## src/hw/wdt_pkg.sv

```systemverilog
// Constants for the I/O port watchdog timer.
// Assumes a 250 MHz system clock and a 16-bit host I/O address.
package wdt_pkg;
  // ==========================================================
  // Port addresses
  localparam logic [15:0] PERIOD_PORT = 16'h0443;
  localparam logic [15:0] STOP_PORT_A = 16'h0043;
  localparam logic [15:0] STOP_PORT_B = 16'h0843;
  localparam int ADDR_W = 16;
  // ==========================================================
  // Timing
  localparam int CLK_MHZ = 250;
  localparam int TICK_NS = 1000000000;
  localparam int CLK_NS = 1000 / CLK_MHZ;
  localparam int TICK_CYCLES = TICK_NS / CLK_NS;
  localparam logic [7:0] PERIOD_RESET = 8'h01;
  localparam logic [7:0] COUNT_ZERO = 8'h00;
  localparam logic [7:0] COUNT_ONE = 8'h01;
  localparam int RST_PULSE_CYCLES = 16;
endpackage

```

## src/hw/wdt_prescaler.sv

```systemverilog
// One-second tick prescaler for the watchdog.
// Assumes a single system clock; tick is a one-cycle enable pulse.
`timescale 1ns/1ps
module wdt_prescaler #(
  parameter int TICK_CYCLES = wdt_pkg::TICK_CYCLES
) (
  input wire logic clk,
  input wire logic rst_n,
  input wire logic clear,
  output logic tick
);
  logic [31:0] cnt_ff;
  logic [31:0] nxt_cnt;
  wire last = (cnt_ff == 32'(TICK_CYCLES - 1));
  // ==========================================================
  // Counter
  // Second tick derive
  assign nxt_cnt = (clear || last) ? 32'h0000_0000 : cnt_ff + 32'h0000_0001;
  always_ff @(posedge clk or negedge rst_n) begin
    if (!rst_n) begin
      cnt_ff <= 32'h0000_0000;
      tick <= 1'b0;
    end else begin
      cnt_ff <= nxt_cnt;
      tick <= last && !clear;
    end
  end
endmodule

```

## src/hw/io_port_watchdog_timer.sv

```systemverilog
// I/O port watchdog timer: period port, refresh read, stop read, cold reset out.
// Assumes host I/O strobes are single-cycle and synchronous to clk.
//
// Operation
// - A write to the period port stores the 8-bit period code.
// - Period code N selects a timeout of N seconds, 1 to 255.
// - Reading the period port enables and restarts the countdown.
// - Reading either stop port alias disables the countdown; no reset follows.
// - An expired enabled countdown drives a system cold reset.
`timescale 1ns/1ps
module io_port_watchdog_timer #(
  parameter int TICK_CYCLES = wdt_pkg::TICK_CYCLES
) (
  input wire logic clk,
  input wire logic rst_n,
  input wire logic [15:0] io_addr,
  input wire logic io_wr,
  input wire logic io_rd,
  input wire logic [7:0] io_wdata,
  output logic [7:0] io_rdata,
  output logic wdt_running,
  output logic sys_reset
);
  typedef enum logic [1:0] {IDLE, RUN, FIRE} wdt_state_e;
  wdt_state_e state_ff, nxt_state;
  logic [7:0] period_ff;
  logic [7:0] count_ff;
  logic [7:0] nxt_count;
  logic [4:0] pulse_ff;
  logic tick;
  // ==========================================================
  // Decode
  function automatic logic is_stop(input logic [15:0] a);
    return (a == wdt_pkg::STOP_PORT_A) || (a == wdt_pkg::STOP_PORT_B);
  endfunction
  wire wr_period = io_wr && (io_addr == wdt_pkg::PERIOD_PORT);
  wire rd_refresh = io_rd && (io_addr == wdt_pkg::PERIOD_PORT);
  wire rd_stop = io_rd && is_stop(io_addr);
  wire expire = (state_ff == RUN) && tick && (count_ff == wdt_pkg::COUNT_ONE);
  wire pulse_done = (pulse_ff == 5'(wdt_pkg::RST_PULSE_CYCLES - 1));
  // Refresh also resyncs the prescaler so the full period is granted
  wdt_prescaler #(.TICK_CYCLES(TICK_CYCLES)) u_presc (
    .clk(clk),
    .rst_n(rst_n),
    .clear(rd_refresh || rd_stop),
    .tick(tick)
  );
  // ==========================================================
  // State machine
  always_comb begin
    nxt_state = state_ff;
    nxt_count = count_ff;
    case (state_ff)
      IDLE: begin
        if (rd_refresh && !rd_stop) begin
          nxt_state = RUN;
          nxt_count = period_ff;
        end
      end
      RUN: begin
        if (rd_stop) begin
          nxt_state = IDLE;
        end else if (rd_refresh) begin
          nxt_count = period_ff;
        end else if (expire) begin
          nxt_state = FIRE;
          nxt_count = wdt_pkg::COUNT_ZERO;
        end else if (tick) begin
          nxt_count = count_ff - 8'h01;
        end
      end
      FIRE: begin
        if (pulse_done) nxt_state = IDLE;
      end
      default: nxt_state = IDLE;
    endcase
  end
  // ==========================================================
  // Registers
  always_ff @(posedge clk or negedge rst_n) begin
    if (!rst_n) begin
      period_ff <= wdt_pkg::PERIOD_RESET;
    end else if (wr_period) begin
      // Code zero held at one second, codes are whole seconds
      period_ff <= (io_wdata == wdt_pkg::COUNT_ZERO) ? wdt_pkg::COUNT_ONE : io_wdata;
    end
  end
  always_ff @(posedge clk or negedge rst_n) begin
    if (!rst_n) begin
      state_ff <= IDLE;
      count_ff <= wdt_pkg::COUNT_ZERO;
      pulse_ff <= 5'h00;
    end else begin
      state_ff <= nxt_state;
      count_ff <= nxt_count;
      pulse_ff <= (state_ff == FIRE) ? pulse_ff + 5'h01 : 5'h00;
    end
  end
  always_ff @(posedge clk or negedge rst_n) begin
    if (!rst_n) begin
      sys_reset <= 1'b0;
      wdt_running <= 1'b0;
      io_rdata <= 8'h00;
    end else begin
      sys_reset <= (nxt_state == FIRE);
      wdt_running <= (nxt_state == RUN);
      io_rdata <= rd_refresh ? count_ff : 8'h00;
    end
  end
  // ==========================================================
  // Checks
  a_stop_halts: assert property (@(posedge clk) disable iff (!rst_n)
    rd_stop && state_ff != FIRE |=> !wdt_running ##1 !sys_reset)
    else $error("stop read did not halt watchdog");
  a_refresh_loads: assert property (@(posedge clk) disable iff (!rst_n)
    rd_refresh && !rd_stop && state_ff != FIRE |=> count_ff == $past(period_ff))
    else $error("refresh did not reload period");
  a_refresh_runs: assert property (@(posedge clk) disable iff (!rst_n)
    rd_refresh && !rd_stop && state_ff != FIRE |=> wdt_running)
    else $error("refresh did not enable watchdog");
  a_expire_resets: assert property (@(posedge clk) disable iff (!rst_n)
    expire && !rd_stop && !rd_refresh |=> sys_reset [*8])
    else $error("expiry did not assert reset");
  a_idle_no_reset: assert property (@(posedge clk) disable iff (!rst_n)
    state_ff == IDLE |=> !sys_reset)
    else $error("reset while watchdog idle");
  a_period_store: assert property (@(posedge clk) disable iff (!rst_n)
    wr_period && io_wdata != 8'h00 |=> period_ff == $past(io_wdata))
    else $error("period write not stored");
  a_tick_dec: assert property (@(posedge clk) disable iff (!rst_n)
    state_ff == RUN && tick && !io_rd && count_ff > 8'h01 |=> count_ff == $past(count_ff) - 8'h01)
    else $error("countdown did not decrement on tick");
  a_count_hold: assert property (@(posedge clk) disable iff (!rst_n)
    state_ff == RUN && !tick && !io_rd |=> $stable(count_ff))
    else $error("countdown moved without tick");
  c_start: cover property (@(posedge clk) disable iff (!rst_n) rd_refresh && state_ff == IDLE);
  c_refresh: cover property (@(posedge clk) disable iff (!rst_n) rd_refresh && state_ff == RUN);
  c_stop: cover property (@(posedge clk) disable iff (!rst_n) rd_stop && state_ff == RUN);
  c_fire: cover property (@(posedge clk) disable iff (!rst_n) $rose(sys_reset));
endmodule

```

## config.mk

```make
export PLATFORM = sky130hd
export DESIGN_NAME = io_port_watchdog_timer
export DESIGN_NICKNAME = d
export VERILOG_FILES = /design/src/hw/wdt_pkg.sv /design/src/hw/wdt_prescaler.sv /design/src/hw/io_port_watchdog_timer.sv
export SDC_FILE = /design/constraint.sdc
export NUM_CORES = 1
export LEC_CHECK = 0
export BUFFER_PORTS_ARGS = -buffer_cell sky130_fd_sc_hd__clkbuf_2
export CAP_MARGIN = 5
export CORE_MARGIN = 1.5
export CORE_UTILIZATION = 55
export CTS_BUF_LIST = sky130_fd_sc_hd__clkbuf_8
export DETAILED_ROUTE_END_ITERATION = 10
export MAX_ROUTING_LAYER = met4
export PLACE_DENSITY = 0.9
export SLEW_MARGIN = 10
export SYNTH_ARGS = -nofsm -noshare
export SYNTH_HDL_FRONTEND = slang
export SYNTH_HIERARCHICAL = 1
export SYNTH_SLANG_ARGS = --single-unit
export TNS_END_PERCENT = 10
```

## constraint.sdc

```tcl
create_clock -name clk -period 1.9 [get_ports clk]
set_input_delay 0.19 -clock clk [delete_from_list [all_inputs] [get_ports clk]]
set_output_delay 0.19 -clock clk [all_outputs]
set_load 0.01 [all_outputs]
```

# After elaboration in Yosys (flattened, before gate mapping)
# Cells that the tools add are included.
totals:
  reg_bits: 66
  input_bits: 28
  out_inout_bits: 10
  word_cells: 57
op_classes:
  n_addsub: 3
  eq_ne: 13
  n_mux: 16
  n_reduce_logical: 16
op_table:
  columns: ["cell", "n"]
  rows:
  - ["two-way mux 8 bit", 7]
  - ["adder 32 x 1 -> 32 bit (second input constant)", 1]
  - ["equality test 32 x 28 -> 1 bit (second input constant)", 1]
  - ["two-way mux 32 bit", 1]
  - ["equality test 16 x 11 -> 1 bit (second input constant)", 1]
  - ["equality test 16 x 12 -> 1 bit (second input constant)", 1]
  - ["equality test 16 x 7 -> 1 bit (second input constant)", 1]
  - ["case mux 8 bit (2 select lines)", 1]
  - ["two-way mux 2 bit", 5]
  - ["equality test 8 x 1 -> 1 bit (second input constant)", 1]
  - ["zero test 8 bit", 1]
  - ["subtractor 8 x 1 -> 8 bit (second input constant)", 1]
  - ["logical AND 1 bit", 7]
  - ["case mux 2 bit (3 select lines)", 1]
  - ["adder 5 x 1 -> 5 bit (second input constant)", 1]
  - ["equality test 5 x 4 -> 1 bit (second input constant)", 1]
  - ["two-way mux 5 bit", 1]
  - ["equality test 2 x 1 -> 1 bit (second input constant)", 2]
  - ["equality test 2 bit (second input constant)", 2]
  - ["inequality test 2 bit (second input constant)", 2]
  - ["inequality test 4 x 3 -> 1 bit (second input constant)", 1]
  - ["AND reduction 4 bit", 1]
  - ["logical OR 1 bit", 3]
  - ["zero test 1 bit", 2]
  - ["2 further kinds", 2]

# Logic depth before layout (Yosys ltp)
# Gate-level depths: netlist (run 1).
depth:
  word_depth: 8
  ltp_mapped: 8
  ltp_nobuf: 7

# Modules after synthesis
# Netlist (run 1), hierarchy kept.
modules_own_cells:
  columns: ["mod", "n_inst", "cells_each", "area_each_um2", "seq_area_each_um2"]
  rows:
  - ["wdt_prescaler", 1, 182, 1726.7, 825.8]
  - ["io_port_watchdog_timer", 1, 150, 1672.9, 827.0]

# Worst setup path after synthesis (run 1)
# OpenSTA, ideal clock, no wires.
synth_path:
  path_kind: "register to register"
  startpoint: "register u_presc.cnt_ff[0]"
  endpoint: "register u_presc.cnt_ff[24]"
  arrival_time_ns: 1.906
  slack_ns: -0.084
  stages_incl_launch_ff: 7
  path_buffers: 1
  synth_period_minus_slack_ns: 1.984
  cell_sequence: "dfrtp_1 ha_1 nand4_1 or4_1 clkbuf_1 or4_1 a21oi_1"
synth_between:
  elab_chain_cells: 3
synth_lines:
  columns: ["element", "line", "text"]
  rows:
  - ["start: declaration", "wdt_prescaler.sv:12", "logic [31:0] cnt_ff;"]
  - ["start signal: assignment", "wdt_prescaler.sv:24", "cnt_ff <= nxt_cnt;"]
  - ["branches (longest 2 deep; another with adder 32 x 1 -> 32 bit)", null, null]
  - ["two-way mux 32 bit *", "wdt_prescaler.sv:18", "assign nxt_cnt = (clear || last) ? 32'h0000_0000 : cnt_ff + 32'h0000_0001;"]
  - ["net u_presc.nxt_cnt[24]", "wdt_prescaler.sv:13", "logic [31:0] nxt_cnt;"]
# Mark *: on every way through the listed nets, which the timed path passes.
# A chain may end at the register's enable or synchronous reset.

# Worst setup path in the final report (run 1)
# Ends and elaborated chain as after synthesis.

==> impl_metrics.tcl, run 1 <==
set metrics [dict create \
    routed_wl_um 8140 \
    hp-class "in -> reg" \
    swShare_pct 27.0 \
    cap_violations 0 \
    power_mw 2.84 \
    core-area_sq_mm 0.00596 \
    diodes 0 \
    via_per_inst 6.09 \
    slew_violations 0 \
    pwr-share-clk_pct 36.3 \
    htreeDepth 3 \
    seq_area_sq_mm 0.00166 \
    dpl.cell_count 467 \
    fin_area_sq_mm 0.00421 \
    yosys_warnings 6 \
    synth.net_count 365 \
    clock_skew_ns 0.0109 \
    placed_cell_area_sq_mm 0.00391 \
    outcome "complete, but fails checks" \
    clk_pin_slew_ns 0.08 \
    finalHoldViolations 0 \
    synth_edf_count 0 \
    dominantRegCellSynth "dfrtp_1" \
    initial_core_util_pct 57.1 \
    final_cells 488 \
    internal-power_mw 2.07 \
    portBuffers 37 \
    cts_buffers 9 \
    powerDensity_mw_per_mm2 673 \
    final_common_cell "dfrtp_1" \
    grt_pass1_vias 2902 \
    syn2layout_area_growth_pct 23.9 \
    synth_seq_area_share_pct 48.6 \
    tightest_slew_ns 0.522 \
    grt.total_usage_pct 27.1 \
    fp-row-count 28 \
    ys_types 56 \
    drive_above_1_share_pct 32.9 \
    cp.arrival_ns 2.20 \
    fin_crit_ns 1.93 \
    timing.fmax_mhz 518 \
    ys_ff_latch 66 \
    end_kind "register" \
    power_switching_uw 765 \
    leakage_nw 1.87 \
    cts-root-buf "clkbuf_8" \
    nFillCells 455 \
    antenna_found_initial 0 \
    violations "setup timing" \
    synth_async_sr_flop_share_pct 100 \
    drc 0 \
    synth_area_per_cell_sq_um 10.2 \
    final_nets 441 \
    syn_area_sq_mm 0.00340 \
    multi_input_area_sq_mm 0.00173 \
    slew-limit-headroom_pct 65.1 \
    gp_congestion 0.888 \
    die_h_um 81.6 \
    synth_cells 332 \
    postRouteAntennaNets 0 \
    io_pins 38 \
    clkLatencyLatePin_ns 0.35 \
    grt_remaining_overflow 0 \
    mostFrequentLayoutCells "dfrtp_1, clkbuf_2, buf_4" \
    fp.dieW_um 81.6 \
    timing.final.ws_setup_ns -0.0287 \
    grt_max_degree 67 \
    setup_violations 3 \
    tritoncts "built" \
    worstPathMaxFanout 13 \
    num_vias 2974 \
    rsz0062_at_grt "yes" \
    dp.final_hpwl_um 5500 \
    combPwrFrac_pct 10.9 \
    cts_sinks 66 \
    crit_type "reg -> reg" \
    first_pass_iters 4 \
    wire_per_inst_um 16.7 \
    drtIter0Drc 175 \
    critPathRequiredTime_ns 2.17 \
    ir_drop_uv 589 \
    dieArea_sq_mm 0.00666 \
    fin_crit_sh_pct 102 \
    whs_ns 0.0833 \
    clock_path_buffers 2 \
    cp-start-kind "register" \
    seqPwrFrac_pct 52.9 \
    grt_pass1_wl_um 13200 \
    tns_ns -0.0730 \
]
## cell usage after synthesis, drive strengths merged (7+ instances only)
cell type / instances / area (sq um)
dfrtp: 65 / 1630
nor2: 28 / 105
nand2: 25 / 93.8
a21oi: 21 / 105
nand4: 15 / 115
nand3: 13 / 65.1
or4: 13 / 97.6
o21ai: 12 / 63.8
o31ai: 11 / 82.6
inv: 10 / 37.5
nor4: 8 / 80.1
or3: 8 / 51.3
and2: 7 / 43.8
buf: 7 / 53.8
mux2: 7 / 78.8
nor3: 7 / 35.0
xnor2: 7 / 61.3
xor2: 7 / 61.3
## flip-flops by register name, summed over array words and instances, names as in the netlist
name	flops
u_presc/cnt_ff	32
count_ff	8
io_rdata	8
period_ff	8
pulse_ff	5
state_ff	2
sys_reset	1
u_presc/tick	1
wdt_running	1
## power by group through the flow
| stage | sequential [mW] | combinational [mW] | clock (mW) |
|---|---|---|---|
| 3_5_place_dp | 1.53 | 0.298 | 0 |
| 3_3_place_gp | 1.52 | 0.289 | 0 |
| 5_1_grt | 1.51 | 0.337 | 1.13 |
| 2_1_floorplan | 1.54 | 0.111 | 0 |
| 6_report | 1.50 | 0.308 | 1.03 |
| 4_1_cts | 1.50 | 0.307 | 1.05 |
## worst paths after layout
kind                                             startpoint                           end  cells past startpoint  slack (ns)
min in group asynchronous                             rst_n         pulse_ff[2]$_DFF_PN0_                      3        0.40
worst max register to register  u_presc/cnt_ff[0]$_DFF_PN0_  u_presc/cnt_ff[24]$_DFF_PN0_                      5       -0.03
max in group asynchronous                             rst_n      period_ff[0]$_DFFE_PN1P_                      3        1.18
worst min-delay path                            io_wdata[5]      period_ff[5]$_DFFE_PN0P_                      2        0.08
worst max-delay path            u_presc/cnt_ff[0]$_DFF_PN0_  u_presc/cnt_ff[24]$_DFF_PN0_                      5       -0.03
worst min register to register  u_presc/cnt_ff[0]$_DFF_PN0_   u_presc/cnt_ff[0]$_DFF_PN0_                      1        0.46
## cell type report
class,instances,share of cell area (%)
multi-input cells,244,41.0
clock inverters,7,1.10
inverters,10,0.891
clock buffers,9,2.94
flip-flops and latches,66,39.3
well taps,75,2.23
repair buffers,77,12.5
## cells by family after synthesis
family                     after synthesis  share of synthesized area [%]
buffers and inverters                   22                           3.35
muxes                                   13                           4.09
xor gates and xnor gates                14                           3.61
adders and majority gates                5                           1.84
and+or+nand+nor                        150                           26.4
AOI/OAI and AO/OA                       62                           12.1
DFF                                     66                           48.6
## through the flow
step                      utilization, %  worst slack (ns)
final                               70.7           -0.0287
after CTS                           69.0          -0.00751
after detailed placement            65.7            -0.102
after global routing                70.7           -0.0810
after global placement              65.7           -0.0230
after floorplan                        -           -0.0110
## critical path, stage by stage, from the launching register on
cell	delay, ns
dfrtp_1	0.37
ha_2	0.19
nand4_1	0.12
or4_4	0.53
or4_1	0.50
a21oi_1	0.15
## routing by layer
layer | vias up | share of wire (%) | track usage, %
met4 | 0 | 1.3 | 8.47
met3 | 15 | 4.3 | 7.00
met2 | 82 | 55 | 47.6
met1 | 1481 | 40 | 30.2
li1 | 1396 | - | -
met5 | - | 0 | -
## what timing repair did
| item | CTS | global route |
|---|---|---|
| resized for setup | 6 | 19 |
| pin swaps | 2 | 7 |
| setup buffers | 0 | 4 |
| endpoints found under the setup margin | 14 | 32 |
| hold buffers | 1 | 0 |
| endpoints found under the hold margin | 65 | 0 |
Note: power is estimated with default switching activity, not from simulation.
==> run 2: changes to the inputs <==
--- a/config.mk
+++ b/config.mk
@@ -5,14 +5,15 @@
 export SDC_FILE = /design/constraint.sdc
 export NUM_CORES = 1
 export LEC_CHECK = 0
+export ABC_AREA = 1
 export BUFFER_PORTS_ARGS = -buffer_cell sky130_fd_sc_hd__clkbuf_2
 export CAP_MARGIN = 5
-export CORE_MARGIN = 1.5
 export CORE_UTILIZATION = 55
 export CTS_BUF_LIST = sky130_fd_sc_hd__clkbuf_8
 export DETAILED_ROUTE_END_ITERATION = 10
 export MAX_ROUTING_LAYER = met4
-export PLACE_DENSITY = 0.9
+export PLACE_DENSITY = 0.89
+export SKIP_LAST_GASP = 1
 export SLEW_MARGIN = 10
 export SYNTH_ARGS = -nofsm -noshare
 export SYNTH_HDL_FRONTEND = slang
==> run 2 against run 1 <==
Highest routed layer unchanged. Cell count is 38% higher. Non-clock buffer count is 34 lower. Critical path type unchanged. First-iteration DRC count is 35% higher. Critical path depth is 4 higher. The run now ends clean.
==> impl_metrics.tcl, run 2 <==
set metrics [dict create \
    outcome "completed" \
    cts_sinks 66 \
    powerDensity_mw_per_mm2 682 \
    dieArea_sq_mm 0.00738 \
    cap_violations 0 \
    diodes 0 \
    timing.fmax_mhz 587 \
    final_common_cell "nand2_1" \
    dpl.cell_count 658 \
    clock_path_buffers 2 \
    grt_pass1_vias 3403 \
    leakage_nw 2.14 \
    grt.total_usage_pct 25.9 \
    tns_ns 0 \
    routed_wl_um 8440 \
    grt_pass1_wl_um 14600 \
    power_mw 3.01 \
    synth.net_count 559 \
    timing.final.ws_setup_ns 0.195 \
    tightest_slew_ns 0.339 \
    synth_common_cells "nand2_1, nor2_1, dfrtp_1" \
    num_vias 3471 \
    ir_drop_uv 411 \
    antenna_found_initial 0 \
    grt_remaining_overflow 0 \
    r2r_slack_ns 0.20 \
    postRouteAntennaNets 0 \
    ys_ff_latch 66 \
    slew_violations 0 \
    cpMaxStageDelayCell "dfrtp_1" \
    syn_area_sq_mm 0.00387 \
    cts_buffers 9 \
    setup_violations 0 \
    yosys_warnings 6 \
    slew-limit-headroom_pct 77.4 \
    fp-row-count 30 \
    htreeDepth 3 \
    fin_area_sq_mm 0.00442 \
    dp.final_hpwl_um 6290 \
    via_per_inst 5.14 \
    wire_per_inst_um 12.5 \
    drive_above_1_share_pct 15.7 \
    postCtsSetupBuffers 0 \
    synthTopCellsByArea "dfrtp_1, nand2_1, nor2_1, inv_1, nand3_1" \
    clock_skew_ns 0.00728 \
    pre_cts_ws_ns 0.210 \
    fp.dieW_um 85.9 \
    ys_types 33 \
    final_nets 607 \
    cts-root-buf "clkbuf_8" \
    grt_max_degree 67 \
    synth_area_per_cell_sq_um 7.36 \
    clk_pin_slew_ns 0.07 \
    final_cells 675 \
    rsz0062_at_grt "no" \
    critPathRequiredTime_ns 2.12 \
    fin_crit_ns 1.70 \
    synth_cells 526 \
    worstPathMaxFanout 18 \
    synth.most_common_cell "nand2_1" \
    hp-class "in -> reg" \
    gp_congestion 0.949 \
    crit_type "reg -> reg" \
    syn2layout_area_growth_pct 14.1 \
    io_pins 38 \
    placed_cell_area_sq_mm 0.00418 \
    synth_seq_area_share_pct 42.7 \
    core-area_sq_mm 0.00679 \
    max_stage_delay_ns 0.41 \
    cp-start-kind "register" \
    largest_reg_flops 32 \
    end_kind "register" \
    top_register "u_presc/cnt_ff" \
    crit_chain "ha_1 -> nand2_1 -> nor2_4 -> nand3_1 -> nor2_1 -> nand2_1 -> nand2_2 -> buf_4 -> nor2_1" \
    dominantRegCellSynth "dfrtp_1" \
    initial_core_util_pct 57.0 \
    synth.top_cell.area_share_pct 42.0 \
    first_pass_iters 9 \
    portBuffers 37 \
    yosysTopAreaCell "dfrtp_1" \
    drtIter0Drc 237 \
    tritoncts "built" \
    finalHoldViolations 0 \
    synth_async_sr_flop_share_pct 100 \
    clkLatencyLatePin_ns 0.34 \
    fin_crit_sh_pct 89.7 \
    die_h_um 85.9 \
    mostFrequentLayoutCells "nand2_1, nor2_1, dfrtp_1" \
    synth_edf_count 0 \
    drc 0 \
    cp.arrival_ns 1.92 \
]
## run 2: changes by cell type in the layout (fill, tap and decap cells not counted), moves of 7 or more
cell and delta:
nand2_1 +147, nand4_1 -9, or4_1 -7, o31ai_1 -8, a21oi_1 -13, buf_4 -32, inv_1 +40, or3_1 -7
nor2_1 +90, nor2_4 +9, nand3_1 +16
## run 2: power by group
group | total [mW] | internal [mW] | leakage, nW | switching, mW
Clock | 1.32 | 0.776 | 0.109 | 0.548
Combinational | 0.202 | 0.0756 | 1.12 | 0.126
Sequential | 1.49 | 1.45 | 0.906 | 0.0414
Total | 3.01 | 2.30 | 2.14 | 0.715
## run 2: critical path, delay by kind of cell, from the launching register on
kind / cells / cell delay, ns
flops: 1 / 0.41
fa+ha+maj: 1 / 0.20
buf+inv: 1 / 0.23
simple gates: 7 / 0.74
## run 2: what timing repair did
| action | in CTS | in global routing |
|---|---|---|
| gates resized for setup | 0 | 0 |
| hold buffers | 1 | 0 |
| endpoints found under the setup margin | 0 | 0 |
| endpoints found under the hold margin | 65 | 0 |
## run 2: stage by stage
| step | utilization [%] | hold slack (ns) |
|---|---|---|
| 4_1_cts | 65.0 | 0.0746 |
| 3_3_place_gp | 61.5 | 0.233 |
| 6_report | 65.0 | 0.0863 |
| 3_5_place_dp | 61.5 | 0.242 |
| 2_1_floorplan | - | -0.106 |
| 5_1_grt | 65.0 | 0.0846 |
## run 2: final cells by class
| type | instances | area [sq um] |
|---|---|---|
| repair buffers | 43 | 245 |
| clock buffers | 10 | 138 |
| well taps | 96 | 120 |
| clock inverters | 6 | 88.8 |
| flip-flops and latches | 66 | 1650 |
| multi-input cells | 403 | 1980 |
| fillers | 574 | 2380 |
| inverters | 51 | 191 |
## run 2: logic make-up (layout without fill, tap and decap cells)
group	count (synthesis)	in the layout	share of synthesized area (%)
adders and majority gates	5	5	1.62
xor gates and xnor gates	16	16	3.62
buffers and inverters	57	110	6.17
DFF	66	66	42.7
and+or+nand+nor	364	364	42.2
AOI/OAI and AO/OA	11	11	1.68
muxes	7	7	2.04
## run 2: final timing paths
kind | end | start | depth (start not counted)
setup / recovery | u_presc/cnt_ff[24]$_DFF_PN0_ | u_presc/cnt_ff[0]$_DFF_PN0_ | 9
hold / removal | period_ff[3]$_DFFE_PN0P_ | io_wdata[3] | 2
setup reg to reg | u_presc/cnt_ff[24]$_DFF_PN0_ | u_presc/cnt_ff[0]$_DFF_PN0_ | 9
hold reg to reg | pulse_ff[0]$_DFF_PN0_ | pulse_ff[0]$_DFF_PN0_ | 1
max in group asynchronous | period_ff[0]$_DFFE_PN1P_ | rst_n | 3
min in group asynchronous | period_ff[6]$_DFFE_PN0P_ | rst_n | 3
## run 2: metal layers
layer  global-route usage (%)  share of wire, %  vias to the layer above
li1                         -                 -                     1721
met1                     29.2                42                     1589
met2                     45.5                50                      135
met3                     4.14               5.7                       26
met4                     10.9               2.8                        0
met5                        -                 0                        -
==> run 3: changes to the inputs <==
--- a/config.mk
+++ b/config.mk
@@ -17,6 +17,5 @@
 export SLEW_MARGIN = 10
 export SYNTH_ARGS = -nofsm -noshare
 export SYNTH_HDL_FRONTEND = slang
-export SYNTH_HIERARCHICAL = 1
 export SYNTH_SLANG_ARGS = --single-unit
 export TNS_END_PERCENT = 10
==> run 3 against run 2 <==
Critical path depth fell by 1. Synthesized cell count is 4.9% higher. First-iteration DRC count grew 34%. Sequential power rose by 3%.
==> impl_metrics.tcl, run 3 <==
set metrics [dict create \
    r2r-start "u_presc.cnt_ff[0]$_DFF_PN0_" \
    cap_violations 0 \
    core-area_sq_mm 0.00698 \
    wire_per_inst_um 13.5 \
    dominantRegCellSynth "dfrtp_1" \
    grt_max_degree 39 \
    pre_cts_ws_ns 0.0771 \
    cts_buffers 9 \
    cts-root-buf "clkbuf_8" \
    fin_crit_sh_pct 89.7 \
    clk_pin_slew_ns 0.07 \
    max_stage_delay_ns 0.38 \
    fp.dieW_um 87.9 \
    mostFrequentLayoutCells "nand2_1, nor2_1, dfrtp_1" \
    r2r_slack_ns 0.20 \
    drc 0 \
    final_common_cell "nand2_1" \
    cp-start-kind "register" \
    slew-limit-headroom_pct 67.9 \
    worstSetupEndpoint "u_presc.cnt_ff[20]$_DFF_PN0_" \
    r2r_cells 8 \
    grt_pass1_wl_um 16000 \
    fp-row-count 30 \
    finalHoldViolations 0 \
    r2r-end "u_presc.cnt_ff[20]$_DFF_PN0_" \
    postRouteAntennaNets 0 \
    synth_seq_area_share_pct 40.7 \
    drive_above_1_share_pct 18.1 \
    cpMaxStageDelayCell "dfrtp_1" \
    postCtsSetupBuffers 0 \
    critPathMostFrequentCell "nor2_2" \
    largest_reg_flops 32 \
    synth_common_cells "nand2_1, nor2_1, dfrtp_1" \
    dp.final_hpwl_um 7370 \
    rsz0062_at_grt "no" \
    yosys_warnings 0 \
    io_pins 38 \
    cp.arrival_ns 1.93 \
    timing.final.ws_setup_ns 0.196 \
    cts_sinks 66 \
    grt_pass1_vias 3506 \
    htreeDepth 3 \
    powerDensity_mw_per_mm2 681 \
    grt_remaining_overflow 0 \
    diodes 0 \
    slew_violations 0 \
    tns_ns 0 \
    syn_area_sq_mm 0.00406 \
    drtIter0Drc 317 \
    synth.top_cell.area_share_pct 40.0 \
    gp_congestion 0.995 \
    synth_cells 552 \
    clock_path_buffers 2 \
    crit_type "reg -> reg" \
    dieArea_sq_mm 0.00773 \
    timing.fmax_mhz 587 \
    routed_wl_um 9520 \
    clkLatencyLatePin_ns 0.35 \
    end_kind "register" \
    critPathRequiredTime_ns 2.13 \
    synth_area_per_cell_sq_um 7.36 \
    fin_crit_ns 1.70 \
    worstSetupStartpoint "u_presc.cnt_ff[0]$_DFF_PN0_" \
    ir_drop_uv 417 \
    synth.most_common_cell "nand2_1" \
    synth_async_sr_flop_share_pct 100 \
    final_nets 635 \
    ys_types 35 \
    ys_ff_latch 66 \
    via_per_inst 5.34 \
    hp-class "in -> reg" \
    setup_violations 0 \
    antenna_found_initial 0 \
    synthTopCellsByArea "dfrtp_1, nand2_1, nor2_1, nand3_1, inv_1" \
    synth.net_count 585 \
    worstPathMaxFanout 20 \
    portBuffers 37 \
    tightest_slew_ns 0.481 \
    leakage_nw 2.25 \
    yosysTopAreaCell "dfrtp_1" \
    min_from "io_wdata[5]" \
    tritoncts "built" \
    first_pass_iters 6 \
    syn2layout_area_growth_pct 13.5 \
    grt.total_usage_pct 28.4 \
    clock_skew_ns 0.00688 \
    initial_core_util_pct 58.2 \
    die_h_um 87.9 \
    top_register "u_presc.cnt_ff" \
    crit_chain "ha_1 -> inv_1 -> nor2_2 -> nand2_1 -> nor2_2 -> nand3_1 -> nand3_4 -> nor2_1" \
    num_vias 3754 \
    synth_edf_count 0 \
    outcome "completed" \
]
-- run 3: layout make-up --
class / count / area (sq um)
Sequential cell: 66 / 1650
Clock buffer: 11 / 151
Multi-Input combinational cell: 412 / 2110
Fill cell: 621 / 2370
Clock inverter: 5 / 77.6
Tap cell: 96 / 120
Timing Repair Buffer: 45 / 248
Inverter: 68 / 255
-- run 3: worst min-delay path by stage --
stage | cells past startpoint | to | slack (ns)
2_1_floorplan | 0 | count_ff[0]$_DFFE_PN0P_ | -0.11
3_3_place_gp | 2 | u_presc.cnt_ff[18]$_DFF_PN0_ | 0.22
3_5_place_dp | 2 | u_presc.cnt_ff[18]$_DFF_PN0_ | 0.23
4_1_cts | 3 | period_ff[5]$_DFFE_PN0P_ | 0.04
5_1_grt | 3 | period_ff[4]$_DFFE_PN0P_ | 0.06
6_report | 3 | period_ff[5]$_DFFE_PN0P_ | 0.04
-- run 3: power by group --
group	total (mW)	internal (mW)	switching (mW)
Clock	1.35	0.805	0.545
Combinational	0.260	0.0958	0.164
Sequential	1.53	1.45	0.0782
-- run 3: kinds of logic after synthesis --
logic type	count (synthesis)	share of synthesized area, %
buffers and inverters	74	7.64
flip-flops	66	40.7
adder cells (fa/ha/maj)	5	1.54
AO/OA/AOI/OAI	11	1.66
AND/OR/NAND/NOR	374	43.7
XOR/XNOR	22	4.74
-- run 3: metrics by stage --
step	power, mW	instances	hold WS [ns]	util [%]	instance area, sq um
4_1_cts	3.16	703	0.0417	65.9	4600
3_5_place_dp	1.82	686	0.229	62.5	4370
6_report	3.14	703	0.0450	66.1	4610
2_1_floorplan	1.71	552	-0.106	-	4060
5_1_grt	3.26	703	0.0610	66.1	4610
3_3_place_gp	1.81	686	0.219	62.5	4370
-- run 3: timing repair --
action | 4_1_cts | 5_1_grt
hold endpoints to repair | 65 | 0
hold buffers | 1 | 0
gates resized for setup | 0 | 1
endpoints found under the setup margin | 0 | 13
-- run 3: worst max-delay path: cells and delay by family (launching register included) --
kind          cells  cell delay [ns]
flops             1             0.38
buf+inv           1             0.10
simple gates      6             0.89
fa+ha+maj         1             0.19
-- run 3: routing by layer --
metal	global-route usage (%)	routed length, um	vias up
li1	-	-	1840
met4	10.7	232	0
met5	-	0	-
met3	6.97	726	26
met1	36.7	4230	1725
met2	43.1	4340	163
